### config.mk
export PLATFORM = sky130hd
export DESIGN_NAME = fcr_top
export DESIGN_NICKNAME = d
export VERILOG_FILES = /design/src/rtl/fcr_pkg.sv /design/src/rtl/fcr_top.sv
export VERILOG_INCLUDE_DIRS = /design/src /design/src/rtl
export SDC_FILE = /design/constraint.sdc
export NUM_CORES = 1
export LEC_CHECK = 0
export BUFFER_PORTS_ARGS = -buffer_cell sky130_fd_sc_hd__buf_2
export CAP_MARGIN = 20
export CORE_ASPECT_RATIO = 1.4
export CORE_UTILIZATION = 50
export CTS_CLUSTER_DIAMETER = 200
export CTS_CLUSTER_SIZE = 16
export DETAILED_ROUTE_END_ITERATION = 10
export PLACE_DENSITY = 0.77
export REMOVE_ABC_BUFFERS = 1
export SYNTH_ARGS = -nofsm -noshare
export SYNTH_HDL_FRONTEND = slang
export SYNTH_SLANG_ARGS = --single-unit
### constraint.sdc
create_clock -name pclk -period 7.2 [get_ports pclk]
set_input_delay 0.72 -clock pclk [delete_from_list [all_inputs] [get_ports pclk]]
set_output_delay 0.72 -clock pclk [all_outputs]
set_load 0.02 [all_outputs]
### src/rtl/fcr_cfg.svh
// Purpose: Offsets, field positions, reset values for the reload block.
// Assumes: Register indices are word numbers; byte address is index * 4.
// Notes:   Definitions only, no logic.
`ifndef FCR_CFG_SVH
`define FCR_CFG_SVH

// Register indices, each a 32-bit word at byte address index * 4.
`define FCR_IDX_CTRL        8'h00
`define FCR_IDX_NORM_AMP    8'h01
`define FCR_IDX_NORM_FREQ   8'h02
`define FCR_IDX_STATUS      8'h03
`define FCR_IDX_SPACE_AMP   8'h45
`define FCR_IDX_SPACE_FREQ  8'h46
`define FCR_IDX_MARK_AMP    8'h47
`define FCR_IDX_MARK_FREQ   8'h48
`define FCR_IDX_S2M_GAIN    8'h49
`define FCR_IDX_M2S_GAIN    8'h4A

// Slots of the shift-keying coefficient array.
`define FCR_SLOT_SPACE_AMP  3'h0
`define FCR_SLOT_SPACE_FREQ 3'h1
`define FCR_SLOT_MARK_AMP   3'h2
`define FCR_SLOT_MARK_FREQ  3'h3
`define FCR_SLOT_S2M_GAIN   3'h4
`define FCR_SLOT_M2S_GAIN   3'h5
`define FCR_NUM_SLOTS       6

// Control word fields.
`define FCR_CTRL_FSK_EN_BIT 0
`define FCR_CTRL_RELOAD_EN_BIT 1

// Reset values.
`define FCR_RST_CTRL        2'h0
`define FCR_RST_COEF        16'h0000

// Fraction bits of the gain factor (gain 1.0 is 1 << this).
`define FCR_GAIN_FRAC       14

`endif

### src/rtl/fcr_pkg.sv
// Purpose: Types shared by the reload block.
// Assumes: Constants live in fcr_cfg.svh.
// Notes:   No imports; users write fcr_pkg::name.
package fcr_pkg;

  // One 16-bit oscillator coefficient.
  typedef logic [15:0] fcr_coef_t;

  // Which coefficient pair was loaded into the first oscillator last.
  typedef enum logic [1:0] {
    FCR_SRC_NORMAL,
    FCR_SRC_SPACE,
    FCR_SRC_MARK
  } fcr_src_t;

endpackage

### src/rtl/fcr_top.sv
// Purpose: Shift-keying coefficient reload for the first tone oscillator.
// Assumes: Expiry strobe and bit to send come from logic on pclk.
// Notes:   APB slave, one wait state on every access.
//
// Behaviour
// - Space sent with both flags: load space amplitude on timer expiry.
// - Space sent with both flags: load space frequency on timer expiry.
// - Mark sent with both flags: load mark amplitude on timer expiry.
// - Mark sent with both flags: load mark frequency on timer expiry.
// - Space-to-mark change scales amplitude by space-to-mark gain factor.
// - Mark-to-space change scales amplitude by mark-to-space gain factor.
// - Hardware reset puts all control and coefficient registers at default.
//
// Decided for this implementation: register access over APB.
`timescale 1ns/100ps
`include "fcr_cfg.svh"

module fcr_top #(
  parameter int GAIN_FRAC = `FCR_GAIN_FRAC
) (
  input  wire logic              pclk,
  input  wire logic              presetn,
  input  wire logic              psel,
  input  wire logic              penable,
  input  wire logic              pwrite,
  input  wire logic [11:0]       paddr,
  input  wire logic [31:0]       pwdata,
  output logic      [31:0]       prdata,
  output logic                   pready,
  output logic                   pslverr,
  input  wire logic              osc_timer_expire,
  input  wire logic              tx_bit,
  output fcr_pkg::fcr_coef_t     first_oscillator_amplitude_coef,
  output fcr_pkg::fcr_coef_t     first_oscillator_frequency_coef,
  output logic                   first_oscillator_load,
  output logic                   gain_applied
);

  ////////////////////////////////////////////////////////////////////////////
  // Helpers.

  // Scales an amplitude by a fixed-point gain, saturating rather than
  // wrapping so a large factor cannot fold a loud tone into a quiet one.
  function automatic fcr_pkg::fcr_coef_t scale_amp(
    input fcr_pkg::fcr_coef_t amp,
    input fcr_pkg::fcr_coef_t gain
  );
    logic [31:0] prod;
    logic [31:0] shifted;
    prod    = 32'(amp) * 32'(gain);
    shifted = prod >> GAIN_FRAC;
    if (shifted[31:16] != 16'h0000) begin
      scale_amp = 16'hFFFF;
    end else begin
      scale_amp = shifted[15:0];
    end
  endfunction

  ////////////////////////////////////////////////////////////////////////////
  // State.

  logic               [1:0]  ctrl_q;
  logic               [1:0]  ctrl_d;
  fcr_pkg::fcr_coef_t        norm_amp_q;
  fcr_pkg::fcr_coef_t        norm_amp_d;
  fcr_pkg::fcr_coef_t        norm_freq_q;
  fcr_pkg::fcr_coef_t        norm_freq_d;
  fcr_pkg::fcr_coef_t        fsk_q [`FCR_NUM_SLOTS];
  fcr_pkg::fcr_coef_t        fsk_d [`FCR_NUM_SLOTS];
  logic               [31:0] prdata_q;
  logic               [31:0] prdata_d;
  logic                      pready_q;
  logic                      pready_d;
  logic                      pslverr_q;
  logic                      pslverr_d;
  fcr_pkg::fcr_coef_t        amp_q;
  fcr_pkg::fcr_coef_t        amp_d;
  fcr_pkg::fcr_coef_t        freq_q;
  fcr_pkg::fcr_coef_t        freq_d;
  logic                      load_q;
  logic                      load_d;
  logic                      gain_q;
  logic                      gain_d;
  fcr_pkg::fcr_src_t         src_q;
  fcr_pkg::fcr_src_t         src_d;
  logic                      prev_bit_q;
  logic                      prev_bit_d;
  logic                      have_prev_q;
  logic                      have_prev_d;

  logic               [7:0]  idx;
  logic                      access;
  logic                      commit;
  logic                      mapped;
  logic                      fsk_on;
  logic                      change;
  fcr_pkg::fcr_coef_t        space_amp;
  fcr_pkg::fcr_coef_t        space_freq;
  fcr_pkg::fcr_coef_t        mark_amp;
  fcr_pkg::fcr_coef_t        mark_freq;
  fcr_pkg::fcr_coef_t        s2m_gain;
  fcr_pkg::fcr_coef_t        m2s_gain;

  // Named views of the coefficient slots.
  assign space_amp  = fsk_q[`FCR_SLOT_SPACE_AMP];
  assign space_freq = fsk_q[`FCR_SLOT_SPACE_FREQ];
  assign mark_amp   = fsk_q[`FCR_SLOT_MARK_AMP];
  assign mark_freq  = fsk_q[`FCR_SLOT_MARK_FREQ];
  assign s2m_gain   = fsk_q[`FCR_SLOT_S2M_GAIN];
  assign m2s_gain   = fsk_q[`FCR_SLOT_M2S_GAIN];

  // Bus decode; the write lands on the edge where pready is seen high.
  assign idx    = paddr[9:2];
  assign access = psel & penable;
  assign commit = access & pready_q;
  assign mapped = (paddr[11:10] == 2'h0) && (paddr[1:0] == 2'h0) &&
                  ((idx <= `FCR_IDX_STATUS) ||
                   ((idx >= `FCR_IDX_SPACE_AMP) &&
                    (idx <= `FCR_IDX_M2S_GAIN)));

  // Enhanced mode needs both flags; a transition needs a previous symbol.
  assign fsk_on = ctrl_q[`FCR_CTRL_FSK_EN_BIT] &
                  ctrl_q[`FCR_CTRL_RELOAD_EN_BIT];
  assign change = have_prev_q & (prev_bit_q != tx_bit);

  ////////////////////////////////////////////////////////////////////////////
  // Register file and APB answer.

  // Reads are captured together with pready so data is stable when seen.
  always_comb begin
    ctrl_d      = ctrl_q;
    norm_amp_d  = norm_amp_q;
    norm_freq_d = norm_freq_q;
    fsk_d       = fsk_q;
    pready_d    = access & ~pready_q;
    pslverr_d   = 1'b0;
    prdata_d    = prdata_q;
    if (access && !pready_q) begin
      pslverr_d = ~mapped;
      prdata_d  = 32'h0000_0000;
      if (mapped && !pwrite) begin
        unique case (idx)
          `FCR_IDX_CTRL:      prdata_d[1:0]  = ctrl_q;
          `FCR_IDX_NORM_AMP:  prdata_d[15:0] = norm_amp_q;
          `FCR_IDX_NORM_FREQ: prdata_d[15:0] = norm_freq_q;
          `FCR_IDX_STATUS: begin
            prdata_d[1:0] = src_q;
            prdata_d[2]   = gain_q;
            prdata_d[3]   = prev_bit_q;
            prdata_d[4]   = have_prev_q;
          end
          default: prdata_d[15:0] = fsk_q[3'(idx - `FCR_IDX_SPACE_AMP)];
        endcase
      end
    end
    // Software turns the mode on through the control word.
    if (commit && pwrite && mapped) begin
      unique case (idx)
        `FCR_IDX_CTRL:      ctrl_d      = pwdata[1:0];
        `FCR_IDX_NORM_AMP:  norm_amp_d  = pwdata[15:0];
        `FCR_IDX_NORM_FREQ: norm_freq_d = pwdata[15:0];
        `FCR_IDX_STATUS:    ctrl_d      = ctrl_q;
        default: fsk_d[3'(idx - `FCR_IDX_SPACE_AMP)] = pwdata[15:0];
      endcase
    end
  end

  // Asynchronous reset puts every control register at its default.
  always_ff @(posedge pclk or negedge presetn) begin
    if (!presetn) begin
      ctrl_q      <= `FCR_RST_CTRL;
      norm_amp_q  <= `FCR_RST_COEF;
      norm_freq_q <= `FCR_RST_COEF;
      for (int i = 0; i < `FCR_NUM_SLOTS; i++) begin
        fsk_q[i] <= `FCR_RST_COEF;
      end
      prdata_q    <= 32'h0000_0000;
      pready_q    <= 1'b0;
      pslverr_q   <= 1'b0;
    end else begin
      ctrl_q      <= ctrl_d;
      norm_amp_q  <= norm_amp_d;
      norm_freq_q <= norm_freq_d;
      fsk_q       <= fsk_d;
      prdata_q    <= prdata_d;
      pready_q    <= pready_d;
      pslverr_q   <= pslverr_d;
    end
  end

  ////////////////////////////////////////////////////////////////////////////
  // Oscillator reload.

  // On each expiry pick the coefficient pair; the gain correction is folded
  // into the loaded amplitude, so it holds for the whole new symbol.
  always_comb begin
    amp_d       = amp_q;
    freq_d      = freq_q;
    load_d      = 1'b0;
    gain_d      = gain_q;
    src_d       = src_q;
    prev_bit_d  = prev_bit_q;
    have_prev_d = have_prev_q;
    if (!fsk_on) begin
      have_prev_d = 1'b0;
    end
    if (osc_timer_expire) begin
      load_d = 1'b1;
      if (fsk_on && tx_bit) begin
        amp_d       = mark_amp;
        freq_d      = mark_freq;
        src_d       = fcr_pkg::FCR_SRC_MARK;
        gain_d      = change;
        if (change) begin
          amp_d = scale_amp(mark_amp, s2m_gain);
        end
        prev_bit_d  = 1'b1;
        have_prev_d = 1'b1;
      end else if (fsk_on) begin
        amp_d       = space_amp;
        freq_d      = space_freq;
        src_d       = fcr_pkg::FCR_SRC_SPACE;
        gain_d      = change;
        if (change) begin
          amp_d = scale_amp(space_amp, m2s_gain);
        end
        prev_bit_d  = 1'b0;
        have_prev_d = 1'b1;
      end else begin
        amp_d  = norm_amp_q;
        freq_d = norm_freq_q;
        src_d  = fcr_pkg::FCR_SRC_NORMAL;
        gain_d = 1'b0;
      end
    end
  end

  // Reload outputs and symbol history.
  always_ff @(posedge pclk or negedge presetn) begin
    if (!presetn) begin
      amp_q       <= `FCR_RST_COEF;
      freq_q      <= `FCR_RST_COEF;
      load_q      <= 1'b0;
      gain_q      <= 1'b0;
      src_q       <= fcr_pkg::FCR_SRC_NORMAL;
      prev_bit_q  <= 1'b0;
      have_prev_q <= 1'b0;
    end else begin
      amp_q       <= amp_d;
      freq_q      <= freq_d;
      load_q      <= load_d;
      gain_q      <= gain_d;
      src_q       <= src_d;
      prev_bit_q  <= prev_bit_d;
      have_prev_q <= have_prev_d;
    end
  end

  // Every output comes straight from a flip-flop.
  assign prdata       = prdata_q;
  assign pready       = pready_q;
  assign pslverr      = pslverr_q;
  assign first_oscillator_amplitude_coef = amp_q;
  assign first_oscillator_frequency_coef = freq_q;
  assign first_oscillator_load           = load_q;
  assign gain_applied = gain_q;

  ////////////////////////////////////////////////////////////////////////////
  // Assertions.

  a_space_amp: assert property (
    @(posedge pclk) disable iff (!presetn)
    osc_timer_expire && fsk_on && !tx_bit && !change
      |=> first_oscillator_load &&
          first_oscillator_amplitude_coef == $past(space_amp))
    else $error("space amplitude not loaded");

  a_space_freq: assert property (
    @(posedge pclk) disable iff (!presetn)
    osc_timer_expire && fsk_on && !tx_bit
      |=> first_oscillator_frequency_coef == $past(space_freq))
    else $error("space frequency not loaded");

  a_mark_amp: assert property (
    @(posedge pclk) disable iff (!presetn)
    osc_timer_expire && fsk_on && tx_bit && !change
      |=> first_oscillator_amplitude_coef == $past(mark_amp) &&
          !gain_applied)
    else $error("mark amplitude not loaded");

  a_mark_freq: assert property (
    @(posedge pclk) disable iff (!presetn)
    osc_timer_expire && fsk_on && tx_bit
      |=> first_oscillator_frequency_coef == $past(mark_freq))
    else $error("mark frequency not loaded");

  a_s2m_gain: assert property (
    @(posedge pclk) disable iff (!presetn)
    osc_timer_expire && fsk_on && tx_bit && change
      |=> gain_applied && first_oscillator_amplitude_coef ==
          scale_amp($past(mark_amp), $past(s2m_gain)))
    else $error("space-to-mark gain not applied");

  a_m2s_gain: assert property (
    @(posedge pclk) disable iff (!presetn)
    osc_timer_expire && fsk_on && !tx_bit && change
      |=> gain_applied && first_oscillator_amplitude_coef ==
          scale_amp($past(space_amp), $past(m2s_gain)))
    else $error("mark-to-space gain not applied");

  // Checked from the second edge in reset on, so the very first edge after
  // power-up, where the flops may not have seen the reset yet, is skipped.
  a_reset_ctrl: assert property (
    @(posedge pclk)
    !presetn && !$past(presetn) |-> ctrl_q == `FCR_RST_CTRL &&
      space_amp == `FCR_RST_COEF && m2s_gain == `FCR_RST_COEF &&
      !first_oscillator_load)
    else $error("registers not at default in reset");

  a_normal_load: assert property (
    @(posedge pclk) disable iff (!presetn)
    osc_timer_expire && !fsk_on |=> first_oscillator_load &&
      !gain_applied &&
      first_oscillator_amplitude_coef == $past(norm_amp_q) &&
      first_oscillator_frequency_coef == $past(norm_freq_q))
    else $error("normal coefficients not loaded");

  a_ctrl_write: assert property (
    @(posedge pclk) disable iff (!presetn)
    commit && pwrite && paddr == 12'h000 |=> ctrl_q == $past(pwdata[1:0]))
    else $error("control write lost");

  a_apb_wait: assert property (
    @(posedge pclk) disable iff (!presetn)
    psel && penable && !pready |=> pready ##1 !pready)
    else $error("apb answer not after one wait state");

  a_load_pulse: assert property (
    @(posedge pclk) disable iff (!presetn)
    !osc_timer_expire |=> !first_oscillator_load)
    else $error("reload strobe without expiry");

  a_bad_addr: assert property (
    @(posedge pclk) disable iff (!presetn)
    access && !pready_q && !mapped |=> pready && pslverr)
    else $error("unmapped access not refused");

  a_status_ro: assert property (
    @(posedge pclk) disable iff (!presetn)
    commit && pwrite && idx == `FCR_IDX_STATUS |=> $stable(ctrl_q))
    else $error("status write changed control");

  // Main scenarios the bench is expected to reach.
  c_transition: cover property (@(posedge pclk) disable iff (!presetn)
    osc_timer_expire && fsk_on && change);
  c_normal: cover property (@(posedge pclk) disable iff (!presetn)
    osc_timer_expire && !fsk_on);
  c_bad_addr: cover property (@(posedge pclk) disable iff (!presetn)
    pready && pslverr);
  c_saturate: cover property (@(posedge pclk) disable iff (!presetn)
    first_oscillator_load && first_oscillator_amplitude_coef == 16'hFFFF);
  c_status_write: cover property (@(posedge pclk) disable iff (!presetn)
    commit && pwrite && idx == `FCR_IDX_STATUS);

endmodule

==> results.json, run 1 <==
{
  "ys_seq_area_share_pct": 18.1,
  "place_inst": 3339,
  "worstReg2RegEnd": "first_oscillator_amplitude_coef[13]",
  "finalWeightedCongestion": 0.927,
  "cpMaxStageDelayCell": "dfrtp_1",
  "final.min_clock_period_ps": 7110,
  "synth_top_area_share_pct": 30.1,
  "antenna_found_initial": 3,
  "die_w_um": 194,
  "synthTopCellsByCount": "inv_1, fa_1, nand2_1, and2_1, ha_1",
  "ys_top_cells_by_area": "fa_1, dfrtp_1, ha_1",
  "hold_viol": 0,
  "grt_pass1_vias": 21905,
  "worstSetupPathDepth": 22,
  "dp_hpwl_um": 57300,
  "synth-edff-count": 0,
  "setup_viol": 0,
  "cts_hold_buf": 0,
  "slew_violations": 0,
  "max_freq_mhz": 141,
  "drc_errors": 0,
  "boundaryPins": 119,
  "cpPeakStageDelay_ps": 900,
  "postRouteAntennaNets": 0,
  "rr_worst_depth": 22,
  "clock_path_buffers": 2,
  "ir_drop_mv": 0.187,
  "drt_wl_total_um": 71900,
  "die_area_um2": 52300,
  "cts_buffers": 17,
  "cts_htree_levels": 4,
  "dr.pass1.iters": 8,
  "drtIter0Drc": 1553,
  "tightestPinTransition_ps": 1200,
  "rr_startpoint": "s2m_gain[6]",
  "hp-class": "input port to async pin",
  "fin_tns_setup_ps": 0,
  "rsz0062_at_grt": "false",
  "status": "finished clean",
  "max-cap-violations": 0,
  "async_reset_ff_share_pct": 100,
  "syn_area_per_cell_um2": 9.61,
  "via_count": 20028,
  "grt_pass1_wl_um": 116000,
  "worst-path-buf-inv": 5,
  "grt_usage_pct": 28.4,
  "die_h_um": 270,
  "ys_warn_count": 0,
  "netlist_instances": 2675,
  "maxSlewHeadroom_pct": 20.1,
  "finalClockSkew_ps": 9.95,
  "grt_max_degree": 111,
  "overflow": 0,
  "endpoint_kind": "flip-flop",
  "path_max_fanout": 18,
  "min_period_over_period_pct": 98.8,
  "clock-sinks": 186,
  "power_density_nw_per_um2": 78.6,
  "path_cells": "and2_1 -> fa_1 -> inv_1 -> fa_1 -> fa_1 -> inv_1 -> fa_1 -> fa_1 -> inv_1 -> fa_1 -> inv_1 -> ha_1 -> a21oi_1 -> o21ai_1 -> a211oi_2 -> o221ai_1 -> a31oi_1 -> xnor2_1 -> or4_1 -> buf_4 -> o221ai_1 -> o211ai_1",
  "syn_to_final_growth_pct": 7.32,
  "crit_path_frequent_cell": "fa_1",
  "initial_core_util_pct": 51.0,
  "cp.arrival_ps": 7420,
  "post_drt_wl_per_cell_um": 21.3,
  "drive_gt1_share_pct": 15.1,
  "core_um2": 50400,
  "cts_tree": "done",
  "crit_path_start_kind": "flip-flop",
  "clk_pin_slew_worst_paths_ps": 70,
  "cts_setup_buffers": 0,
  "cp.required_ps": 7510,
  "synth_area_leader_cell": "fa_1",
  "via_per_inst": 5.94,
  "synth_seq_cells": 186,
  "p_leak_nw": 14.4,
  "yosysMostFrequentCell": "inv_1",
  "worst_skew_pair.late_latency_ps": 450,
  "fillCellCount": 4270,
  "yosysUniqueCellTypes": 72,
  "path_delay_family": "adder cells",
  "row_count": 97,
  "synth_flop_cell": "dfrtp_1",
  "portBuffers": 86,
  "cts-root-buf": "clkbuf_16",
  "finalNetCount": 3359,
  "layout.cells.non_filler": 3372,
  "worst-setup-path-type": "flip-flop to flip-flop",
  "r2r_slack_ps": 90,
  "syn_area_um2": 25700
}
[cell usage in the layout (no fill, tap or decap), types with 58 or more instances in the layout]
master / Yosys / final
a21oi_1: 86 / 86
dfrtp_1: 186 / 178
buf_4: 16 / 94
nand2_1: 363 / 363
inv_1: 441 / 441
fa_1: 386 / 386
o21ai_0: 58 / 58
buf_2: 12 / 85
ha_1: 207 / 207
mux2_2: 152 / 152
and2_1: 246 / 246
[per-layer routing]
metal	vias to the layer above	global-route usage (%)	wire [µm]
met4	6	17.7	4860
met1	10224	31.0	25200
met3	324	3.42	4150
li1	8593	-	-
met5	-	0	34
met2	881	52.3	37600
[per-stage QoR]
step	hold WS, ps	total power, mW	setup slack, ps	instance area (µm²)	util (%)
5_1_grt	446	2.21	14.0	27600	54.8
4_1_cts	420	2.16	156	27600	54.7
3_5_place_dp	469	1.22	186	27000	53.6
6_report	356	2.17	88.1	27600	54.8
3_3_place_gp	466	1.22	223	27000	53.6
2_1_floorplan	424	1.13	977	25000	-
[power by group]
group,switching (mW),internal [mW]
clock,0.447,0.518
sequential,0.00808,1.05
combinational,0.110,0.0357
total,0.565,1.60
[how the worst max path moves through the flow]
| stage | endpoint | start |
|---|---|---|
| 6_report | first_oscillator_amplitude_coef[13] | s2m_gain[6] |
| 4_1_cts | first_oscillator_amplitude_coef[10] | space_amp[10] |
| 5_1_grt | first_oscillator_amplitude_coef[11] | s2m_gain[6] |
| 3_5_place_dp | first_oscillator_amplitude_coef[10] | space_amp[10] |
| 2_1_floorplan | first_oscillator_amplitude_coef[11] | s2m_gain[7] |
| 3_3_place_gp | first_oscillator_amplitude_coef[1] | space_amp[10] |
[cells by family after synthesis]
group                      Yosys count  synth area share [%]
DFF                                186                  18.1
AOI/OAI and AO/OA                  304                  7.97
muxes                              195                  8.92
adders and majority gates          593                  40.1
buffers and inverters              617                  9.47
and+or+nand+nor                    741                  14.1
xor gates and xnor gates            38                  1.29
other                                1                0.0146
[state kept, by name (all words and copies together) (netlist names)]
signal	cells
s2m_gain	16
first_oscillator_frequency_coef	16
norm_freq_q	16
m2s_gain	16
have_prev_q	1
prdata	16
prev_bit_q	1
pready	1
pslverr	1
space_amp	16
gain_applied	1
norm_amp_q	16
first_oscillator_amplitude_coef	16
mark_freq	16
first_oscillator_load	1
mark_amp	16
space_freq	16
src_q	2
ctrl_q	2
[area by class of cell]
| cell class | count | area, µm² | area share, % |
|---|---|---|---|
| well taps | 643 | 805 | 2.92 |
| diodes | 1 | 2.50 | 0.00907 |
| repair buffers | 181 | 1160 | 4.22 |
| clock buffers | 17 | 425 | 1.54 |
| inverters | 442 | 1660 | 6.01 |
| flip-flops and latches | 186 | 4660 | 16.9 |
| multi-input cells | 1887 | 18700 | 67.8 |
| clock inverters | 15 | 171 | 0.621 |
[repair_timing]
item | 4_1_cts | 5_1_grt
endpoints found under the hold margin | 0 | 0
resized for setup | 0 | 8
endpoints found under the setup margin | 0 | 12
(Power assumes the default switching activity.)
==> run 2: changes to the inputs <==
--- a/config.mk
+++ b/config.mk
@@ -9,11 +9,12 @@
 export BUFFER_PORTS_ARGS = -buffer_cell sky130_fd_sc_hd__buf_2
 export CAP_MARGIN = 20
 export CORE_ASPECT_RATIO = 1.4
-export CORE_UTILIZATION = 50
+export CORE_MARGIN = 5
+export CORE_UTILIZATION = 57
 export CTS_CLUSTER_DIAMETER = 200
 export CTS_CLUSTER_SIZE = 16
 export DETAILED_ROUTE_END_ITERATION = 10
-export PLACE_DENSITY = 0.77
+export PLACE_DENSITY = 0.85
 export REMOVE_ABC_BUFFERS = 1
 export SYNTH_ARGS = -nofsm -noshare
 export SYNTH_HDL_FRONTEND = slang
==> run 2 against run 1 <==
Clock-buffer cell count up 1. Clock skew down 3.5 ps. Combinational power about the same. Final area down 0.49%. Total power about the same. Worst hold slack worse by 4.3 ps. Critical path depth down 1. Highest routed layer unchanged.
==> results.json, run 2 (synthesis gave the netlist of run 1 again) <==
{
  "finalWeightedCongestion": 1.01,
  "finalNetCount": 3347,
  "worst-setup-path-type": "flip-flop to flip-flop",
  "cts_tree": "done",
  "rr_startpoint": "s2m_gain[13]",
  "path_max_fanout": 18,
  "crit_path_start_kind": "flip-flop",
  "status": "finished clean",
  "cts_setup_buffers": 0,
  "place_inst": 3245,
  "p_total_mw": 2.17,
  "clock-sinks": 186,
  "hold_viol": 0,
  "place_ws_ps": 180,
  "clk_pin_slew_worst_paths_ps": 70,
  "cpPeakStageDelay_ps": 850,
  "row_count": 92,
  "antenna_found_initial": 2,
  "maxSlewHeadroom_pct": 28.3,
  "path_cells": "nand2_1 -> fa_1 -> fa_1 -> inv_1 -> fa_1 -> fa_1 -> fa_1 -> inv_1 -> fa_1 -> inv_1 -> ha_1 -> a21oi_1 -> o21ai_1 -> a211oi_2 -> o221ai_1 -> a31oi_1 -> xnor2_1 -> or4_1 -> buf_4 -> o221ai_1 -> o211ai_1",
  "post_drt_wl_per_cell_um": 22.1,
  "via_count": 20458,
  "fin_tns_setup_ps": 0,
  "final.min_clock_period_ps": 7030,
  "grt_pass1_vias": 22593,
  "cts_hold_buf": 0,
  "worst_skew_pair.late_latency_ps": 450,
  "hp-class": "input port to async pin",
  "drc_errors": 0,
  "slew_violations": 0,
  "min_period_over_period_pct": 97.6,
  "via_per_inst": 6.24,
  "cts_resized": 0,
  "tightestPinTransition_ps": 1070,
  "power_density_nw_per_um2": 79.0,
  "dr.pass1.iters": 7,
  "boundaryPins": 119,
  "cts_htree_levels": 4,
  "portBuffers": 86,
  "postRouteAntennaNets": 0,
  "grt_max_degree": 106,
  "cpMaxStageDelayCell": "dfrtp_1",
  "cp.arrival_ps": 7340,
  "die_h_um": 261,
  "initial_core_util_pct": 57.2,
  "drive_gt1_share_pct": 15.3,
  "layout.cell_area.non_filler_um2": 27400,
  "worstReg2RegEnd": "first_oscillator_amplitude_coef[12]",
  "rsz0062_at_grt": "true",
  "finalClockSkew_ps": 6.47,
  "crit_path_frequent_cell": "fa_1",
  "cts-root-buf": "clkbuf_16",
  "die_w_um": 189,
  "syn_to_final_growth_pct": 6.80,
  "layout.cells.non_filler": 3281,
  "drtIter0Drc": 2027,
  "final_common_cell": "inv_1",
  "max_freq_mhz": 142,
  "grt_pass1_wl_um": 116000,
  "ir_drop_mv": 0.155,
  "clock_path_buffers": 2,
  "cp.required_ps": 7510,
  "layout_common_cells": "inv_1, fa_1, nand2_1, and2_1, ha_1",
  "p_leak_nw": 14.3,
  "core_um2": 44900,
  "r2r_slack_ps": 170,
  "fin_ws_ps": 174,
  "overflow": 0,
  "setup_viol": 0,
  "cts_buffers": 17,
  "grt_usage_pct": 29.7,
  "endpoint_kind": "flip-flop",
  "die_area_um2": 49500,
  "max-cap-violations": 0,
  "dpl_cell_area_um2": 26800,
  "dp_hpwl_um": 56700,
  "rr_worst_depth": 21,
  "drt_wl_total_um": 72500
}
-- run 2: changes by cell type in the layout (fill, tap and decap cells not counted), sizes merged --
cell / previous run / this run
buf: 180 / 168
clkbuf: 18 / 19
clkinv: 5 / 4
clkinvlp: 6 / 4
inv: 444 / 446
-- run 2: critical path: cells and delay by family (launching register included) --
| family | cells | cell delay (ps) |
|---|---|---|
| fa+ha+maj | 7 | 3320 |
| compound gates | 7 | 1550 |
| flops | 1 | 850 |
| simple gates | 2 | 650 |
| buf+inv | 4 | 400 |
| xor+xnor | 1 | 100 |
-- run 2: where the power goes --
group | leakage (nW) | switching (mW) | internal, mW | total (mW)
clock | 0.278 | 0.444 | 0.520 | 0.963
combinational | 11.5 | 0.110 | 0.0377 | 0.148
sequential | 2.54 | 0.00718 | 1.05 | 1.06
-- run 2: stage by stage --
step	hold WS (ps)	util (%)
after CTS	398	60.9
after floorplan	424	-
after global placement	465	59.6
after global routing	421	61.1
final	351	61.1
after detailed placement	474	59.6
-- run 2: how the worst max path moves through the flow --
stage / startpoint / to / slack [ps] / depth (start not counted)
5_1_grt: s2m_gain[13] / first_oscillator_amplitude_coef[12] / -10 / 21
2_1_floorplan: s2m_gain[7] / first_oscillator_amplitude_coef[11] / 980 / 22
6_report: s2m_gain[13] / first_oscillator_amplitude_coef[12] / 170 / 21
4_1_cts: space_amp[15] / first_oscillator_amplitude_coef[1] / 100 / 21
3_5_place_dp: space_amp[6] / first_oscillator_amplitude_coef[1] / 180 / 23
3_3_place_gp: space_amp[15] / first_oscillator_amplitude_coef[1] / 340 / 21
-- run 2: per-layer routing --
layer  GRT usage (%)  up-vias  part of all wire [%]
met1            31.6    10332                    32
met4            21.3        2                   7.9
met3            5.24      392                   8.3
li1                -     8554                     -
met5               0        -                 0.025
met2            53.2     1178                    52
-- run 2: area by class of cell --
type	instances	area [µm²]
inverters	442	1660
flip-flops and latches	186	4680
repair buffers	169	1100
fillers	3489	17400
multi-input cells	1887	18700
well taps	564	706
clock buffers	18	429
clock inverters	14	163
diodes	1	2.50
